==> src/common/rfd_pkg.sv <==
/*
 * rfd_pkg: constants, carrier types and state encoding for the remote frame decoder.
 * Assumes a single 10 MHz system clock and a synchronous serial input.
 */
`default_nettype none

package rfd_pkg;

	// ============================================================
	// frame layout
	localparam int ADDR_DIGITS     = 10;
	localparam int DATA_BITS       = 8;
	localparam int CELLS_PER_DIGIT = 2;
	localparam int ADDR_CELLS      = ADDR_DIGITS * CELLS_PER_DIGIT;
	localparam int FRAME_CELLS     = ADDR_CELLS + DATA_BITS;
	localparam int IDX_W           = $clog2(FRAME_CELLS);
	localparam logic [IDX_W-1:0] FRAME_LAST = IDX_W'(FRAME_CELLS - 1);

	// ============================================================
	// timing
	localparam int CLK_PERIOD_NS = 100;
	localparam int CELL_NS       = 100_000;
	localparam int GAP_NS        = 300_000;
	localparam int STOP_NS       = 400_000;
	localparam int CNT_W         = 12;
	localparam logic [CNT_W-1:0] CELL_CYC   = CNT_W'(CELL_NS / CLK_PERIOD_NS);
	localparam logic [CNT_W-1:0] CELL_LAST  = CNT_W'(CELL_NS / CLK_PERIOD_NS - 1);
	localparam logic [CNT_W-1:0] SAMPLE_CYC = CNT_W'(CELL_NS / CLK_PERIOD_NS / 2);
	localparam logic [CNT_W-1:0] GAP_CYC    =
		CNT_W'((GAP_NS + CLK_PERIOD_NS - 1) / CLK_PERIOD_NS);
	localparam logic [CNT_W-1:0] STOP_CYC   =
		CNT_W'((STOP_NS + CLK_PERIOD_NS - 1) / CLK_PERIOD_NS);

	// ============================================================
	// address digits
	typedef logic [1:0] rfd_trit_t;
	localparam rfd_trit_t TRIT_LOW   = 2'h0;
	localparam rfd_trit_t TRIT_HIGH  = 2'h1;
	localparam rfd_trit_t TRIT_FLOAT = 2'h2;
	localparam rfd_trit_t TRIT_BAD   = 2'h3;
	localparam logic [1:0] PAIR_LOW   = 2'h0;
	localparam logic [1:0] PAIR_HIGH  = 2'h3;
	localparam logic [1:0] PAIR_FLOAT = 2'h1;
	typedef rfd_trit_t [ADDR_DIGITS-1:0] rfd_match_t;

	typedef struct packed {
		logic [ADDR_CELLS-1:0] addr_cells;
		logic [DATA_BITS-1:0]  data;
	} rfd_frame_t;

	// ============================================================
	// register port
	localparam int REG_AW = 4;
	typedef struct packed {
		logic [REG_AW-1:0] addr;
		logic [31:0]       wdata;
		logic              wr;
		logic              rd;
	} rfd_bus_req_t;

	localparam logic [REG_AW-1:0] REG_STATUS = 4'h0;
	localparam logic [REG_AW-1:0] REG_MASK   = 4'h4;
	localparam logic [REG_AW-1:0] REG_STATE  = 4'h8;

	localparam int EV_W      = 3;
	localparam int EV_ACCEPT = 0;
	localparam int EV_END    = 1;
	localparam int EV_REJECT = 2;

	localparam int STB_VALID    = 0;
	localparam int STB_OSC      = 1;
	localparam int STB_LOWPWR   = 2;
	localparam int STB_DATA_LSB = 8;

	typedef enum {RFD_STANDBY, RFD_HUNT, RFD_CELL} rfd_state_t;

endpackage

`default_nettype wire

==> src/hdl/rfd_decoder.sv <==
/*
 * rfd_decoder: splits the demodulated serial stream into a ten digit tri-state
 * address and eight data bits, checks it against the local match lines and
 * drives momentary decoded outputs, a valid flag, raw data and an interrupt.
 * Assumes all inputs synchronous to i_clk; frames use one rising edge per cell,
 * short high = 0, long high = 1, preceded by a low pilot gap.
 */
`timescale 1ns/1ps
`default_nettype none

module rfd_decoder
(
	input  wire logic                  i_clk,
	input  wire logic                  i_srst,
	input  wire logic                  i_serial_in,
	input  wire logic                  i_power_down_n,
	input  wire rfd_pkg::rfd_match_t   i_match_code_lines,
	input  wire rfd_pkg::rfd_bus_req_t i_bus,
	output logic [31:0]                o_rdata,
	output logic [7:0]                 o_decoded_outputs,
	output logic                       o_valid_flag,
	output logic                       o_raw_data,
	output logic                       o_osc_run,
	output logic                       o_low_power,
	output logic                       o_irq
);
	import rfd_pkg::*;

	// ============================================================
	// declarations
	rfd_state_t              st_ff;
	logic                    ser_d_ff;
	logic [CNT_W-1:0]        low_cnt_ff;
	logic [CNT_W-1:0]        phase_ff;
	logic [IDX_W-1:0]        idx_ff;
	logic [FRAME_CELLS-1:0]  sh_ff;
	logic                    hit_ff;
	logic                    miss_ff;
	logic                    valid_ff;
	logic [DATA_BITS-1:0]    dout_ff;
	logic                    osc_ff;
	logic                    low_power_ff;
	logic                    raw_ff;
	logic [EV_W-1:0]         status_ff;
	logic [EV_W-1:0]         mask_ff;
	logic                    irq_ff;
	logic [31:0]             rdata_ff;
	logic [EV_W-1:0]         nxt_status;
	logic [EV_W-1:0]         ev;
	logic [ADDR_DIGITS-1:0]  digit_hit;
	logic [31:0]             state_word;
	rfd_frame_t              frame;
	logic                    rise;
	logic                    gap_seen;
	logic                    sig_stop;
	logic                    cell_end;
	logic                    sample;
	logic                    frame_done;
	logic                    addr_ok;
	logic                    rd_status;

	function automatic rfd_trit_t pair_to_trit(input logic [1:0] p);
		rfd_trit_t t;
		t = TRIT_BAD;
		case (p)
			PAIR_LOW:   t = TRIT_LOW;
			PAIR_HIGH:  t = TRIT_HIGH;
			PAIR_FLOAT: t = TRIT_FLOAT;
			default:    t = TRIT_BAD;
		endcase
		return t;
	endfunction

	// ============================================================
	// line timing
	assign rise     = i_serial_in && !ser_d_ff;
	assign gap_seen = low_cnt_ff >= GAP_CYC;
	// a frozen low line ends reception; the idle-low sender lets us sleep
	assign sig_stop = (st_ff != RFD_STANDBY) && (low_cnt_ff >= STOP_CYC);
	assign cell_end = (st_ff == RFD_CELL) && (phase_ff == CELL_LAST);
	assign sample   = (st_ff == RFD_CELL) && (phase_ff == SAMPLE_CYC);
	assign frame_done = cell_end && (idx_ff == FRAME_LAST) && !sig_stop && i_power_down_n;

	always_ff @(posedge i_clk)
	begin
		if (i_srst)
		begin
			ser_d_ff   <= 1'b0;
			low_cnt_ff <= '0;
		end
		else
		begin
			ser_d_ff <= i_serial_in;
			if (i_serial_in)
				low_cnt_ff <= '0;
			else if (low_cnt_ff != STOP_CYC)
				low_cnt_ff <= low_cnt_ff + 1'b1;
		end
	end

	// ============================================================
	// receive sequencer
	always_ff @(posedge i_clk)
	begin
		if (i_srst || !i_power_down_n)
			st_ff <= RFD_STANDBY;
		else
		begin
			case (st_ff)
				RFD_STANDBY:
					if (i_serial_in)
						st_ff <= RFD_HUNT;
				RFD_HUNT:
					if (sig_stop)
						st_ff <= RFD_STANDBY;
					else if (rise && gap_seen)
						st_ff <= RFD_CELL;
				RFD_CELL:
					if (sig_stop)
						st_ff <= RFD_STANDBY;
					else if (cell_end && idx_ff == FRAME_LAST)
						st_ff <= RFD_HUNT;
				default:
					st_ff <= RFD_STANDBY;
			endcase
		end
	end

	// cells are timed from the frame's first edge only; sender drift over a
	// frame must stay under a quarter cell
	always_ff @(posedge i_clk)
	begin
		if (i_srst || st_ff != RFD_CELL)
		begin
			phase_ff <= '0;
			idx_ff   <= '0;
		end
		else if (cell_end)
		begin
			phase_ff <= '0;
			idx_ff   <= idx_ff + 1'b1;
		end
		else
			phase_ff <= phase_ff + 1'b1;
	end

	always_ff @(posedge i_clk)
	begin
		if (i_srst)
			sh_ff <= '0;
		else if (sample)
			sh_ff <= {sh_ff[FRAME_CELLS-2:0], i_serial_in};
	end

	// ============================================================
	// address compare
	assign frame = rfd_frame_t'(sh_ff);

	genvar g;
	generate
		for (g = 0; g < ADDR_DIGITS; g++)
		begin : g_digit
			// digit 0 is sent first; all three digit states are legal
			assign digit_hit[g] =
				(pair_to_trit(frame.addr_cells[ADDR_CELLS-1-CELLS_PER_DIGIT*g -: 2])
				== i_match_code_lines[g]) && (i_match_code_lines[g] != TRIT_BAD);
		end
	endgenerate

	assign addr_ok = &digit_hit;

	// ============================================================
	// confirmation and outputs
	always_ff @(posedge i_clk)
	begin
		if (i_srst || !i_power_down_n || sig_stop)
		begin
			hit_ff  <= 1'b0;
			miss_ff <= 1'b0;
		end
		else if (frame_done)
		begin
			hit_ff  <= addr_ok;
			miss_ff <= !addr_ok;
		end
	end

	// one stray mismatch is ignored, two in a row end the transmission
	always_ff @(posedge i_clk)
	begin
		if (i_srst || !i_power_down_n || sig_stop)
		begin
			valid_ff <= 1'b0;
			dout_ff  <= '0;
		end
		else if (frame_done)
		begin
			if (addr_ok && hit_ff)
			begin
				valid_ff <= 1'b1;
				dout_ff  <= frame.data;
			end
			else if (!addr_ok && miss_ff)
			begin
				valid_ff <= 1'b0;
				dout_ff  <= '0;
			end
			// a first mismatch leaves the valid flag and outputs as they were
		end
	end

	always_ff @(posedge i_clk)
	begin
		if (i_srst || !i_power_down_n)
			osc_ff <= 1'b0;
		else if (st_ff == RFD_STANDBY && i_serial_in)
			osc_ff <= 1'b1;
		else if (sig_stop)
			osc_ff <= 1'b0;
	end

	always_ff @(posedge i_clk)
	begin
		if (i_srst)
		begin
			low_power_ff <= 1'b0;
			raw_ff       <= 1'b0;
		end
		else
		begin
			low_power_ff <= !i_power_down_n;
			raw_ff       <= i_serial_in;
		end
	end

	// ============================================================
	// events and interrupt
	assign ev[EV_ACCEPT] = frame_done && addr_ok && hit_ff && !valid_ff;
	assign ev[EV_END]    = valid_ff && (sig_stop || !i_power_down_n ||
		(frame_done && !addr_ok && miss_ff));
	assign ev[EV_REJECT] = frame_done && !addr_ok;
	assign rd_status     = i_bus.rd && (i_bus.addr == REG_STATUS);
	// set wins over the read clear so no event is lost
	assign nxt_status    = (rd_status ? '0 : status_ff) | ev;

	always_ff @(posedge i_clk)
	begin
		if (i_srst)
		begin
			status_ff <= '0;
			irq_ff    <= 1'b0;
		end
		else
		begin
			status_ff <= nxt_status;
			irq_ff    <= |(nxt_status & mask_ff);
		end
	end

	always_ff @(posedge i_clk)
	begin
		if (i_srst)
			mask_ff <= '0;
		else if (i_bus.wr && i_bus.addr == REG_MASK)
			mask_ff <= i_bus.wdata[EV_W-1:0];
	end

	// ============================================================
	// register read
	always_comb
	begin
		state_word = '0;
		state_word[STB_VALID]  = valid_ff;
		state_word[STB_OSC]    = osc_ff;
		state_word[STB_LOWPWR] = low_power_ff;
		state_word[STB_DATA_LSB +: DATA_BITS] = dout_ff;
	end

	always_ff @(posedge i_clk)
	begin
		if (i_srst || !i_bus.rd)
			rdata_ff <= '0;
		else
		begin
			case (i_bus.addr)
				REG_STATUS: rdata_ff <= {{(32-EV_W){1'b0}}, status_ff};
				REG_MASK:   rdata_ff <= {{(32-EV_W){1'b0}}, mask_ff};
				REG_STATE:  rdata_ff <= state_word;
				default:    rdata_ff <= '0;
			endcase
		end
	end

	assign o_rdata           = rdata_ff;
	assign o_decoded_outputs = dout_ff;
	assign o_valid_flag      = valid_ff;
	assign o_raw_data        = raw_ff;
	assign o_osc_run         = osc_ff;
	assign o_low_power       = low_power_ff;
	assign o_irq             = irq_ff;
endmodule

`default_nettype wire

==> config.mk <==
export PLATFORM = sky130hd
export DESIGN_NAME = rfd_decoder
export DESIGN_NICKNAME = d
export VERILOG_FILES = /design/src/common/rfd_pkg.sv /design/src/hdl/rfd_decoder.sv
export SDC_FILE = /design/constraint.sdc
export NUM_CORES = 1
export LEC_CHECK = 0
export ABC_AREA = 0
export BUFFER_PORTS_ARGS = -buffer_cell sky130_fd_sc_hd__buf_2
export CORE_UTILIZATION = 46
export DETAILED_ROUTE_END_ITERATION = 7
export MAX_ROUTING_LAYER = met4
export PLACE_DENSITY_LB_ADDON = 0.12
export SETUP_SLACK_MARGIN = 0.3
export SLEW_MARGIN = 20
export SYNTH_ARGS = -nofsm -noshare
export SYNTH_HDL_FRONTEND = slang
export SYNTH_SLANG_ARGS = --single-unit
==> constraint.sdc <==
create_clock -name i_clk -period 3.3 [get_ports i_clk]
set_clock_uncertainty 0.05 [all_clocks]
set_input_delay 0.66 -clock i_clk [delete_from_list [all_inputs] [get_ports i_clk]]
set_output_delay 0.66 -clock i_clk [all_outputs]
set_load 0.005 [all_outputs]
==> impl_metrics.csv, run 1 <==
group,metric,value,unit
worst_setup_path,required,3.48,ns
run_status,status,"completed",
layout,syn_to_final_growth,11.5,%
drt,wirelength,9180,µm
drt,drt_first_iter_violations,119,
die,die_x,101,µm
logic_synthesis,synth_compound_area_frac,0.105,
job,drv_cap,0,
logic_synthesis,synth_xor_area_frac,0.0424,
logic_synthesis,synth-adder-area-share,0.0634,
power_and_ir_drop,switching_share,0.246,
drt,via_count,3579,
logic_synthesis,synthCells,511,
clock_tree,cts_max_path_buffers,2,
clock_tree,cts_root_buf,"clkbuf_8",
min_path,worstHoldPathCells,1,
power_and_ir_drop,p_clk_frac,0.405,
clock_tree,cts.sinks,91,
timing,setup_viol,0,
clock_tree,cts_hold_buf,0,
layout,final_area,5060,µm²
timing,setup_slack,0.607,ns
drt,vias_per_cell,5.13,
worst_setup_path,max_stage_delay,0.55,ns
worst_setup_path,crit-reg2reg-launch,"frame[22]",
die,die_h,101,µm
clock_tree,cts_tree,"done",
timing,period_minus_slack,2.69,ns
layout,layout.nets,648,
power_and_ir_drop,p_leak,2.00,nW
die,core_region_area,9420,µm²
worst_setup_path,critPathMaxFanout,8,
worst_setup_path,path_depth,8,
power_and_ir_drop,power_density,400,nW/µm²
timing,final_max_slew_viol_count,0,
logic_synthesis,synth.area.top_cells,"dfxtp_1 40%, mux2i_1 7.9%, ha_1 6.3%, nor2_1 6.2%, buf_4 4.0%",
die,start_util,0.482,
drt,detail-route-antenna-nets,0,
worst_setup_path,worstPathArrival,2.87,ns
layout,final_common_cell,"dfxtp_1",
placed_design,place_area,4840,µm²
worst_setup_path,crit_buf_inv,1,
worst_setup_path,worst_path_most_repeated_cell,"o21ai_0",
clock_tree,post_cts_buffers,0,
grt,grt_remaining_overflow,0,
die,die-area,10300,µm²
worst_setup_path,path_cells,"inv_1, ha_1, o21ai_0, o21ai_0, nor4_1, nand4_1, mux2i_1, o21ai_0",
clock_tree,cts.repair.resized,0,
clock_tree,clk_latency,0.36,ns
min_path,min_to,"phase_ff[0]",
worst_setup_path,critical_path_class,"reg2reg",
logic_synthesis,yosys.area_share.simple,0.244,
timing,max_slew_margin,0.516,
logic_synthesis,netlist_area,4540,µm²
logic_synthesis,synthFlopType,"dfxtp_1",
layout,final_cell_mix,"91 x dfxtp_1, 74 x nor2_1, 56 x buf_2, 36 x mux2i_1, 32 x nand2_1",
drt,wire_per_inst,13.2,µm
timing,worstMarginPinSlew,0.726,ns
clock_tree,htreeDepth,3,
logic_synthesis,synth_top_area_share,0.401,
layout,drive_above_1_share,0.151,
die,io_pins,107,
grt,grt_pass1_vias,3263,
power_and_ir_drop,p_sw,0.498,mW
logic_synthesis,synth-seq-cells,91,
drt,drc_errors,0,
grt,grt_pass1_wl,15400,µm
timing,max_clock_freq,371,MHz
min_path,hold_class,"reg2reg",
grt,grt_max_degree,29,
drt,dr.pass1.iters,4,
power_and_ir_drop,p_int,1.53,mW
min_path,hp-start,"phase_ff[0]",
logic_synthesis,synth_edf_count,0,
worst_setup_path,cp_top_family,"simple AND/OR/NAND/NOR gates",
worst_setup_path,crit_slowest_cell,"mux2i_1",
logic_synthesis,synth_top_family_by_area,"simple AND/OR/NAND/NOR gates",
layout,insertedDiodeCount,0,
grt,antenna_found_initial,0,
logic_synthesis,yosysWarnings,0,
grt,grt_usage,0.198,
power_and_ir_drop,total_power,2.03,mW
placed_design,pre_cts_ws,0.568,ns
clock_tree,cts_inserted_buffers,9,
worst_setup_path,worstSetupEndpointType,"register",
worst_setup_path,r2r_slack,0.61,ns
logic_synthesis,async_flop_share,0,
worst_setup_path,r2r_cells,8,
power_and_ir_drop,pwr-share-comb,0.049,
placed_design,numPortBuffers,56,
worst_setup_path,cp-start-kind,"register",
logic_synthesis,synth_top_area_cell,"dfxtp_1",
logic_synthesis,syn_area_per_cell,8.89,µm²
timing,finalCritPeriodShare,0.816,
timing,finalHoldViolCount,0,
die,fp-row-count,35,
logic_synthesis,synthMuxAreaShare,0.0793,
logic_synthesis,seq_area_frac_synth,0.401,
placed_design,gp_congestion,0.941,
clock_tree,path_clk_slew,0.10,ns
placed_design,dp_hpwl,6850,µm
timing,fin_tns_setup,0,ns
timing,rsz0062_at_grt,"false",
logic_synthesis,synthDistinctLibCells,51,
worst_setup_path,worst_r2r_endpoint,"o_decoded_outputs[4]",
power_and_ir_drop,p_seq_frac,0.546,
power_and_ir_drop,vdd_drop_max,0.267,mV
==> layer usage <==
| layer | routed length [µm] | share of wire | GRT usage | vias to the layer above |
|---|---|---|---|---|
| met4 | 109 | 0.012 | 0.0546 | 0 |
| li1 | - | - | - | 1844 |
| met3 | 366 | 0.040 | 0.0407 | 9 |
| met2 | 4060 | 0.44 | 0.308 | 87 |
| met1 | 4640 | 0.51 | 0.259 | 1639 |
| met5 | 0 | 0 | - | - |
==> cells by family after synthesis <==
family	Yosys count
and+or+nand+nor	212
other	1
adders and majority gates	23
buffers and inverters	53
xor gates and xnor gates	22
muxes	36
DFF	91
AOI/OAI and AO/OA	73
==> stage by stage <==
step / cells / utilization / hold WS, ns
2_1_floorplan: 531 / - / 0.380
3_3_place_gp: 681 / 0.515 / 0.393
3_5_place_dp: 681 / 0.515 / 0.406
4_1_cts: 697 / 0.537 / 0.426
5_1_grt: 697 / 0.538 / 0.440
6_report: 697 / 0.538 / 0.421
==> worst max-delay path by stage <==
stage                            from              endpoint  slack, ns
2_1_floorplan  i_match_code_lines[16]                 o_irq       1.13
3_3_place_gp   i_match_code_lines[16]  o_decoded_outputs[5]       0.61
3_5_place_dp   i_match_code_lines[16]  o_decoded_outputs[0]       0.57
4_1_cts                     frame[22]  o_decoded_outputs[0]       0.64
5_1_grt                     frame[22]  o_decoded_outputs[4]       0.42
6_report                    frame[22]  o_decoded_outputs[4]       0.61
==> flip-flops by register name (all words and copies together) (netlist names), 2 cells and up <==
signal,count
low_cnt_ff,12
phase_ff,12
st_ff,2
status_ff,3
frame,28
mask_ff,3
o_decoded_outputs,8
o_rdata,11
idx_ff,5
==> cell usage after synthesis (all sizes together) (3+ instances only) <==
library cell and instances:
nor4 6, o211ai 3, or2 3, o21a 8, nor3 13, o221ai 3
nand2b 7, nor2 75, inv 16, o21ai 21, ha 23, nand3b 3
a21oi 16, or3 4, buf 24, a31o 3, and3 8, xor2 15
mux2i 36, nor2b 12, nand2 32, xnor2 7, o22ai 8, clkbuf 13
nand3 10, nand4 17, dfxtp 91, and2 9
==> final cells by class <==
cell class              instances  area (µm²)
fillers                       927        4350
flip-flops and latches         91        1820
repair buffers                 58         295
inverters                      16        60.1
clock buffers                  10         138
clock inverters                 6        77.6
well taps                     129         161
multi-input cells             387        2510
==> power groups by stage <==
| stage | logic (mW) | clock network [mW] | registers, mW |
|---|---|---|---|
| 3_3_place_gp | 0.0972 | 0 | 1.13 |
| 4_1_cts | 0.0982 | 0.843 | 1.11 |
| 6_report | 0.0989 | 0.821 | 1.11 |
| 5_1_grt | 0.112 | 0.888 | 1.11 |
| 3_5_place_dp | 0.0978 | 0 | 1.13 |
| 2_1_floorplan | 0.0753 | 0 | 1.13 |
Note: power is estimated with default switching activity, not from simulation.
==> run 2, diff against run 1 <==
==> constraint.sdc (replaced) <==
create_clock -name i_clk -period 2.37 [get_ports i_clk]
set_clock_uncertainty 0.05 [all_clocks]
set_input_delay 0.474 -clock i_clk [delete_from_list [all_inputs] [get_ports i_clk]]
set_output_delay 0.474 -clock i_clk [all_outputs]
set_load 0.005 [all_outputs]
==> impl_metrics.csv, run 2 (synthesized netlist as in run 1, its figures left out) <==
group,metric,value,unit
drt,wirelength,9330,µm
timing,finalCritPeriodShare,0.941,
layout,largest_reg_flops,28,
layout,fin_cells,719,
placed_design,numPortBuffers,56,
power_and_ir_drop,vdd_drop_max,0.235,mV
clock_tree,htreeDepth,3,
layout,syn_to_final_growth,18.8,%
die,start_util,0.482,
power_and_ir_drop,p_seq_frac,0.565,
power_and_ir_drop,p_sw,0.695,mW
layout,layout.nets,670,
worst_setup_path,worst_path_most_repeated_cell,"buf_4",
grt,met1_usage,0.252,
min_path,hold_class,"in2reg",
worst_setup_path,path_cells,"inv_2, ha_4, xor2_4, o21ai_2, nor4_2, nand4_1, buf_4, mux2i_1, buf_4, o21ai_1",
clock_tree,clk_latency,0.36,ns
grt,gr-max-usage-layer,"met2",
placed_design,dp_hpwl,6900,µm
layout,nFillCells,863,
grt,grt_usage,0.195,
worst_setup_path,worstSetupEndpointType,"register",
layout,drive_above_1_share,0.241,
die,die-area,10300,µm²
grt,antenna_found_initial,0,
timing,period_minus_slack,2.23,ns
worst_setup_path,critPathMaxFanout,8,
drt,detail-route-antenna-nets,0,
drt,vias_per_cell,5.08,
placed_design,dp.cells,696,
worst_setup_path,crit_slowest_cell,"dfxtp_2",
power_and_ir_drop,switching_share,0.255,
worst_setup_path,required,2.57,ns
worst_setup_path,max_stage_delay,0.36,ns
grt,grt_use_met2,0.307,
worst_setup_path,r2r_cells,10,
power_and_ir_drop,p_leak,2.14,nW
clock_tree,cts_hold_buf,0,
worst_setup_path,cp_top_family,"simple AND/OR/NAND/NOR gates",
worst_setup_path,worstPathArrival,2.43,ns
drt,drt_first_iter_violations,103,
grt,grt_pass1_wl,15600,µm
die,die_x,101,µm
timing,rsz0062_at_grt,"true",
drt,dr.pass1.iters,4,
min_path,worstHoldPathCells,2,
clock_tree,cts_tree,"done",
power_and_ir_drop,pwr-share-comb,0.055,
clock_tree,path_clk_slew,0.11,ns
timing,max_clock_freq,448,MHz
power_and_ir_drop,p_clk_frac,0.379,
job,drv_cap,0,
grt,grt_max_degree,33,
timing,setup_viol,0,
layout,final_common_cell,"dfxtp_1",
timing,final_max_slew_viol_count,0,
worst_setup_path,crit_buf_inv,3,
timing,finalHoldViolCount,0,
grt,met3_usage,0.0262,
clock_tree,cts.sinks,91,
run_status,status,"completed",
die,die_h,101,µm
worst_setup_path,critical_path_class,"reg2reg",
timing,fin_tns_setup,0,ns
layout,final_cell_mix,"80 x dfxtp_1, 75 x nor2_1, 56 x buf_2, 36 x mux2i_1, 29 x nand2_1",
placed_design,gp_congestion,0.869,
die,fp-row-count,35,
clock_tree,cts_max_path_buffers,2,
die,core_region_area,9420,µm²
worst_setup_path,cp-start-kind,"register",
clock_tree,cts_root_buf,"clkbuf_8",
drt,via_count,3650,
power_and_ir_drop,p_int,2.03,mW
worst_setup_path,path_depth,10,
drt,drc_errors,0,
grt,grt_pass1_vias,3482,
die,io_pins,107,
clock_tree,cts_inserted_buffers,9,
drt,wire_per_inst,13.0,µm
grt,grt_remaining_overflow,0,
layout,insertedDiodeCount,0,
power_and_ir_drop,power_density,505,nW/µm²
timing,whs,0.298,ns
==> run 2: cell types whose count changed in the layout (fill, tap and decap cells not counted), moves of 10 or more <==
cell	before	now
buf_4	2	22
dfxtp_1	91	80
o21ai_0	21	10
dfxtp_2	0	10
o21ai_1	0	10
==> run 2: layer usage <==
metal	wire, µm	part of all wire	up-vias
li1	-	-	1890
met1	4680	0.50	1669
met2	4160	0.45	77
met3	309	0.033	14
met4	188	0.020	0
met5	0	0	-
==> run 2: power by group through the flow <==
stage / sequential [mW] / combinational, mW / clock, mW
3_5_place_dp: 1.58 / 0.142 / 0
6_report: 1.54 / 0.151 / 1.03
2_1_floorplan: 1.57 / 0.105 / 0
5_1_grt: 1.54 / 0.168 / 1.12
3_3_place_gp: 1.58 / 0.140 / 0
4_1_cts: 1.54 / 0.145 / 1.06
==> run 2: final timing paths <==
path	startpoint	to	slack, ns
worst min register to register	phase_ff[0]	phase_ff[0]	0.39
worst max register to register	frame[16]	o_decoded_outputs[6]	0.14
worst max-delay path	frame[16]	o_decoded_outputs[6]	0.14
worst min-delay path	i_power_down_n	o_low_power	0.30
==> run 2: what timing repair did <==
item / CTS / global route
pin swaps: 13 / 8
resized for setup: 29 / 22
setup buffers: 5 / 2
endpoints found under the hold margin: 0 / 0
endpoints found under the setup margin: 15 / 16
==> run 2: area by class of cell <==
class / count / area (µm²) / area share
Multi-Input combinational cell: 387 / 2670 / 0.495
Sequential cell: 91 / 1840 / 0.341
Timing Repair Buffer: 80 / 477 / 0.0884
Tap cell: 129 / 161 / 0.0299
Clock buffer: 10 / 138 / 0.0255
Inverter: 16 / 60.1 / 0.0111
Clock inverter: 6 / 52.6 / 0.00974
==> run 2: through the flow <==
stage                     utilization  area, µm²  setup WS [ns]  total power, mW
after floorplan                     -       4630          0.298             1.68
final                           0.573       5390          0.140             2.72
after CTS                       0.560       5270          0.125             2.75
after global routing            0.573       5390         0.0416             2.83
after global placement          0.529       4980         0.0740             1.72
after detailed placement        0.529       4980         0.0280             1.72
==> run 3, diff against run 2 <==
==> constraint.sdc (replaced) <==
create_clock -name i_clk -period 2.4 [get_ports i_clk]
set_clock_uncertainty 0.05 [all_clocks]
set_input_delay 0.48 -clock i_clk [delete_from_list [all_inputs] [get_ports i_clk]]
set_output_delay 0.48 -clock i_clk [all_outputs]
set_load 0.005 [all_outputs]
==> impl_metrics.csv, run 3 (synthesized netlist as in run 1, its figures left out) <==
group,metric,value,unit
run_status,status,"completed",
drt,drc_errors,0,
drt,detail-route-antenna-nets,0,
grt,grt_max_degree,29,
die,io_pins,107,
clock_tree,htreeDepth,3,
layout,final_cell_mix,"77 x dfxtp_1, 75 x nor2_1, 56 x buf_2, 36 x mux2i_1, 32 x nand2_1",
layout,multiInputGateArea,2730,µm²
die,die_x,101,µm
timing,rsz0062_at_grt,"true",
power_and_ir_drop,vdd_drop_max,0.331,mV
grt,grt_usage,0.192,
timing,period_minus_slack,2.17,ns
worst_setup_path,r2r_cells,9,
power_and_ir_drop,p_clk_frac,0.387,
power_and_ir_drop,pwr-share-comb,0.057,
worst_setup_path,max_stage_delay,0.46,ns
drt,wire_per_inst,12.9,µm
power_and_ir_drop,p_leak,2.17,nW
clock_tree,clk_latency,0.35,ns
worst_setup_path,crit-reg2reg-launch,"frame[16]",
placed_design,dp_hpwl,6470,µm
power_and_ir_drop,p_seq_frac,0.556,
timing,finalHoldViolCount,0,
worst_setup_path,crit_buf_inv,2,
drt,dr.pass1.iters,5,
power_and_ir_drop,p_int,2.07,mW
layout,largest_reg_flops,28,
worst_setup_path,cp-start-kind,"register",
timing,finalCritPeriodShare,0.903,
worst_setup_path,path_cells,"inv_2, ha_4, xor2_2, o21ai_1, nor4_1, nand4_1, buf_6, or4b_1, o211ai_1",
grt,grt_pass1_wl,15200,µm
grt,antenna_found_initial,0,
worst_setup_path,worstSetupEndpointType,"register",
worst_setup_path,cp_top_family,"simple AND/OR/NAND/NOR gates",
placed_design,dp.cells,689,
worst_setup_path,r2r_slack,0.23,ns
timing,max_clock_freq,461,MHz
placed_design,numPortBuffers,56,
min_path,hold_class,"in2reg",
worst_setup_path,worstPathArrival,2.39,ns
worst_setup_path,crit_slowest_cell,"or4b_1",
clock_tree,cts_tree,"done",
die,start_util,0.482,
clock_tree,cts_root_buf,"clkbuf_8",
min_path,min_to,"mask_ff[0]",
layout,syn_to_final_growth,21.5,%
clock_tree,cts_inserted_buffers,9,
clock_tree,cts_hold_buf,0,
die,fp-row-count,35,
layout,fin_cells,724,
drt,wirelength,9340,µm
power_and_ir_drop,total_power,2.73,mW
clock_tree,path_clk_slew,0.10,ns
clock_tree,cts.sinks,91,
min_path,worstHoldPathCells,3,
drt,drt_first_iter_violations,189,
grt,grt_pass1_vias,3356,
layout,drive_above_1_share,0.269,
clock_tree,cts_max_path_buffers,2,
worst_setup_path,critPathMaxFanout,4,
layout,insertedDiodeCount,0,
placed_design,gp_congestion,0.880,
timing,setup_viol,0,
timing,final_max_slew_viol_count,0,
worst_setup_path,worst_r2r_endpoint,"o_irq",
drt,vias_per_cell,5.22,
grt,grt_remaining_overflow,0,
layout,nFillCells,844,
timing,fin_tns_setup,0,ns
min_path,hp-start,"i_bus[2]",
drt,via_count,3781,
die,die_h,101,µm
worst_setup_path,critical_path_class,"reg2reg",
die,core_region_area,9420,µm²
die,die-area,10300,µm²
power_and_ir_drop,switching_share,0.242,
layout,layout.nets,675,
job,drv_cap,0,
worst_setup_path,required,2.62,ns
power_and_ir_drop,power_density,494,nW/µm²
layout,final_common_cell,"dfxtp_1",
power_and_ir_drop,p_sw,0.660,mW
layout,regArea,1850,µm²
run 3: cell count changes in the layout (fill, tap and decap cells not counted), moves of 3 or more:
| cell | delta |
|---|---|
| o21ai_1 | -5 |
| ha_4 | +3 |
| o21ai_2 | +4 |
| nand2_2 | -3 |
| nor3_2 | -3 |
| dfxtp_1 | -3 |
| inv_6 | -4 |
| dfxtp_4 | +4 |
| ha_1 | -7 |
| ha_2 | +4 |
| nand2_1 | +3 |
run 3: how the worst max path moves through the flow:
stage | start | end | slack (ns) | depth (start not counted)
after floorplan | frame[10] | o_irq | 0.30 | 8
after global routing | frame[16] | o_irq | 0.11 | 9
final | frame[16] | o_irq | 0.23 | 9
after CTS | frame[16] | o_irq | 0.24 | 9
after global placement | frame[10] | o_irq | 0.06 | 8
after detailed placement | frame[10] | o_irq | 0.06 | 8
run 3: power groups by stage:
stage	Sequential [mW]	Combinational, mW	Clock [mW]
CTS	1.52	0.148	1.09
floorplan	1.55	0.104	0
detailed placement	1.56	0.137	0
global route	1.52	0.174	1.16
finish	1.51	0.155	1.06
global placement	1.56	0.136	0
run 3: routing by layer:
layer | global-route usage | vias to the layer above | share of wire
met4 | 0.0524 | 0 | 0.0097
met1 | 0.252 | 1767 | 0.49
met3 | 0.0359 | 8 | 0.046
li1 | - | 1899 | -
met2 | 0.302 | 107 | 0.46
met5 | - | - | 0
run 3: area by class of cell:
type | count | area share
Tap cell | 129 | 0.0292
Clock buffer | 9 | 0.0224
Timing Repair Buffer | 84 | 0.0932
Inverter | 16 | 0.0109
Clock inverter | 7 | 0.0138
Multi-Input combinational cell | 388 | 0.495
Sequential cell | 91 | 0.335
run 3: through the flow:
stage	util	cell area (µm²)	hold WS, ns	setup WS, ns
floorplan	-	4620	0.380	0.302
global placement	0.522	4920	0.394	0.0588
detailed placement	0.522	4920	0.415	0.0554
CTS	0.574	5400	0.295	0.243
global route	0.586	5520	0.296	0.106
finish	0.586	5520	0.315	0.232
run 3: worst register-to-register path: stages, from the launching register on:
cell and delay (ns):
dfxtp_2 0.36, inv_2 0.05, ha_4 0.27, xor2_2 0.15, o21ai_1 0.09, nor4_1 0.27
nand4_1 0.14, buf_6 0.15, or4b_1 0.46, o211ai_1 0.10
run 3: repair_timing:
item | 4_1_cts | 5_1_grt
pin swaps | 17 | 16
gates cloned | 0 | 1
endpoints found under the setup margin | 15 | 13
resized for setup | 42 | 31
setup buffers | 16 | 2
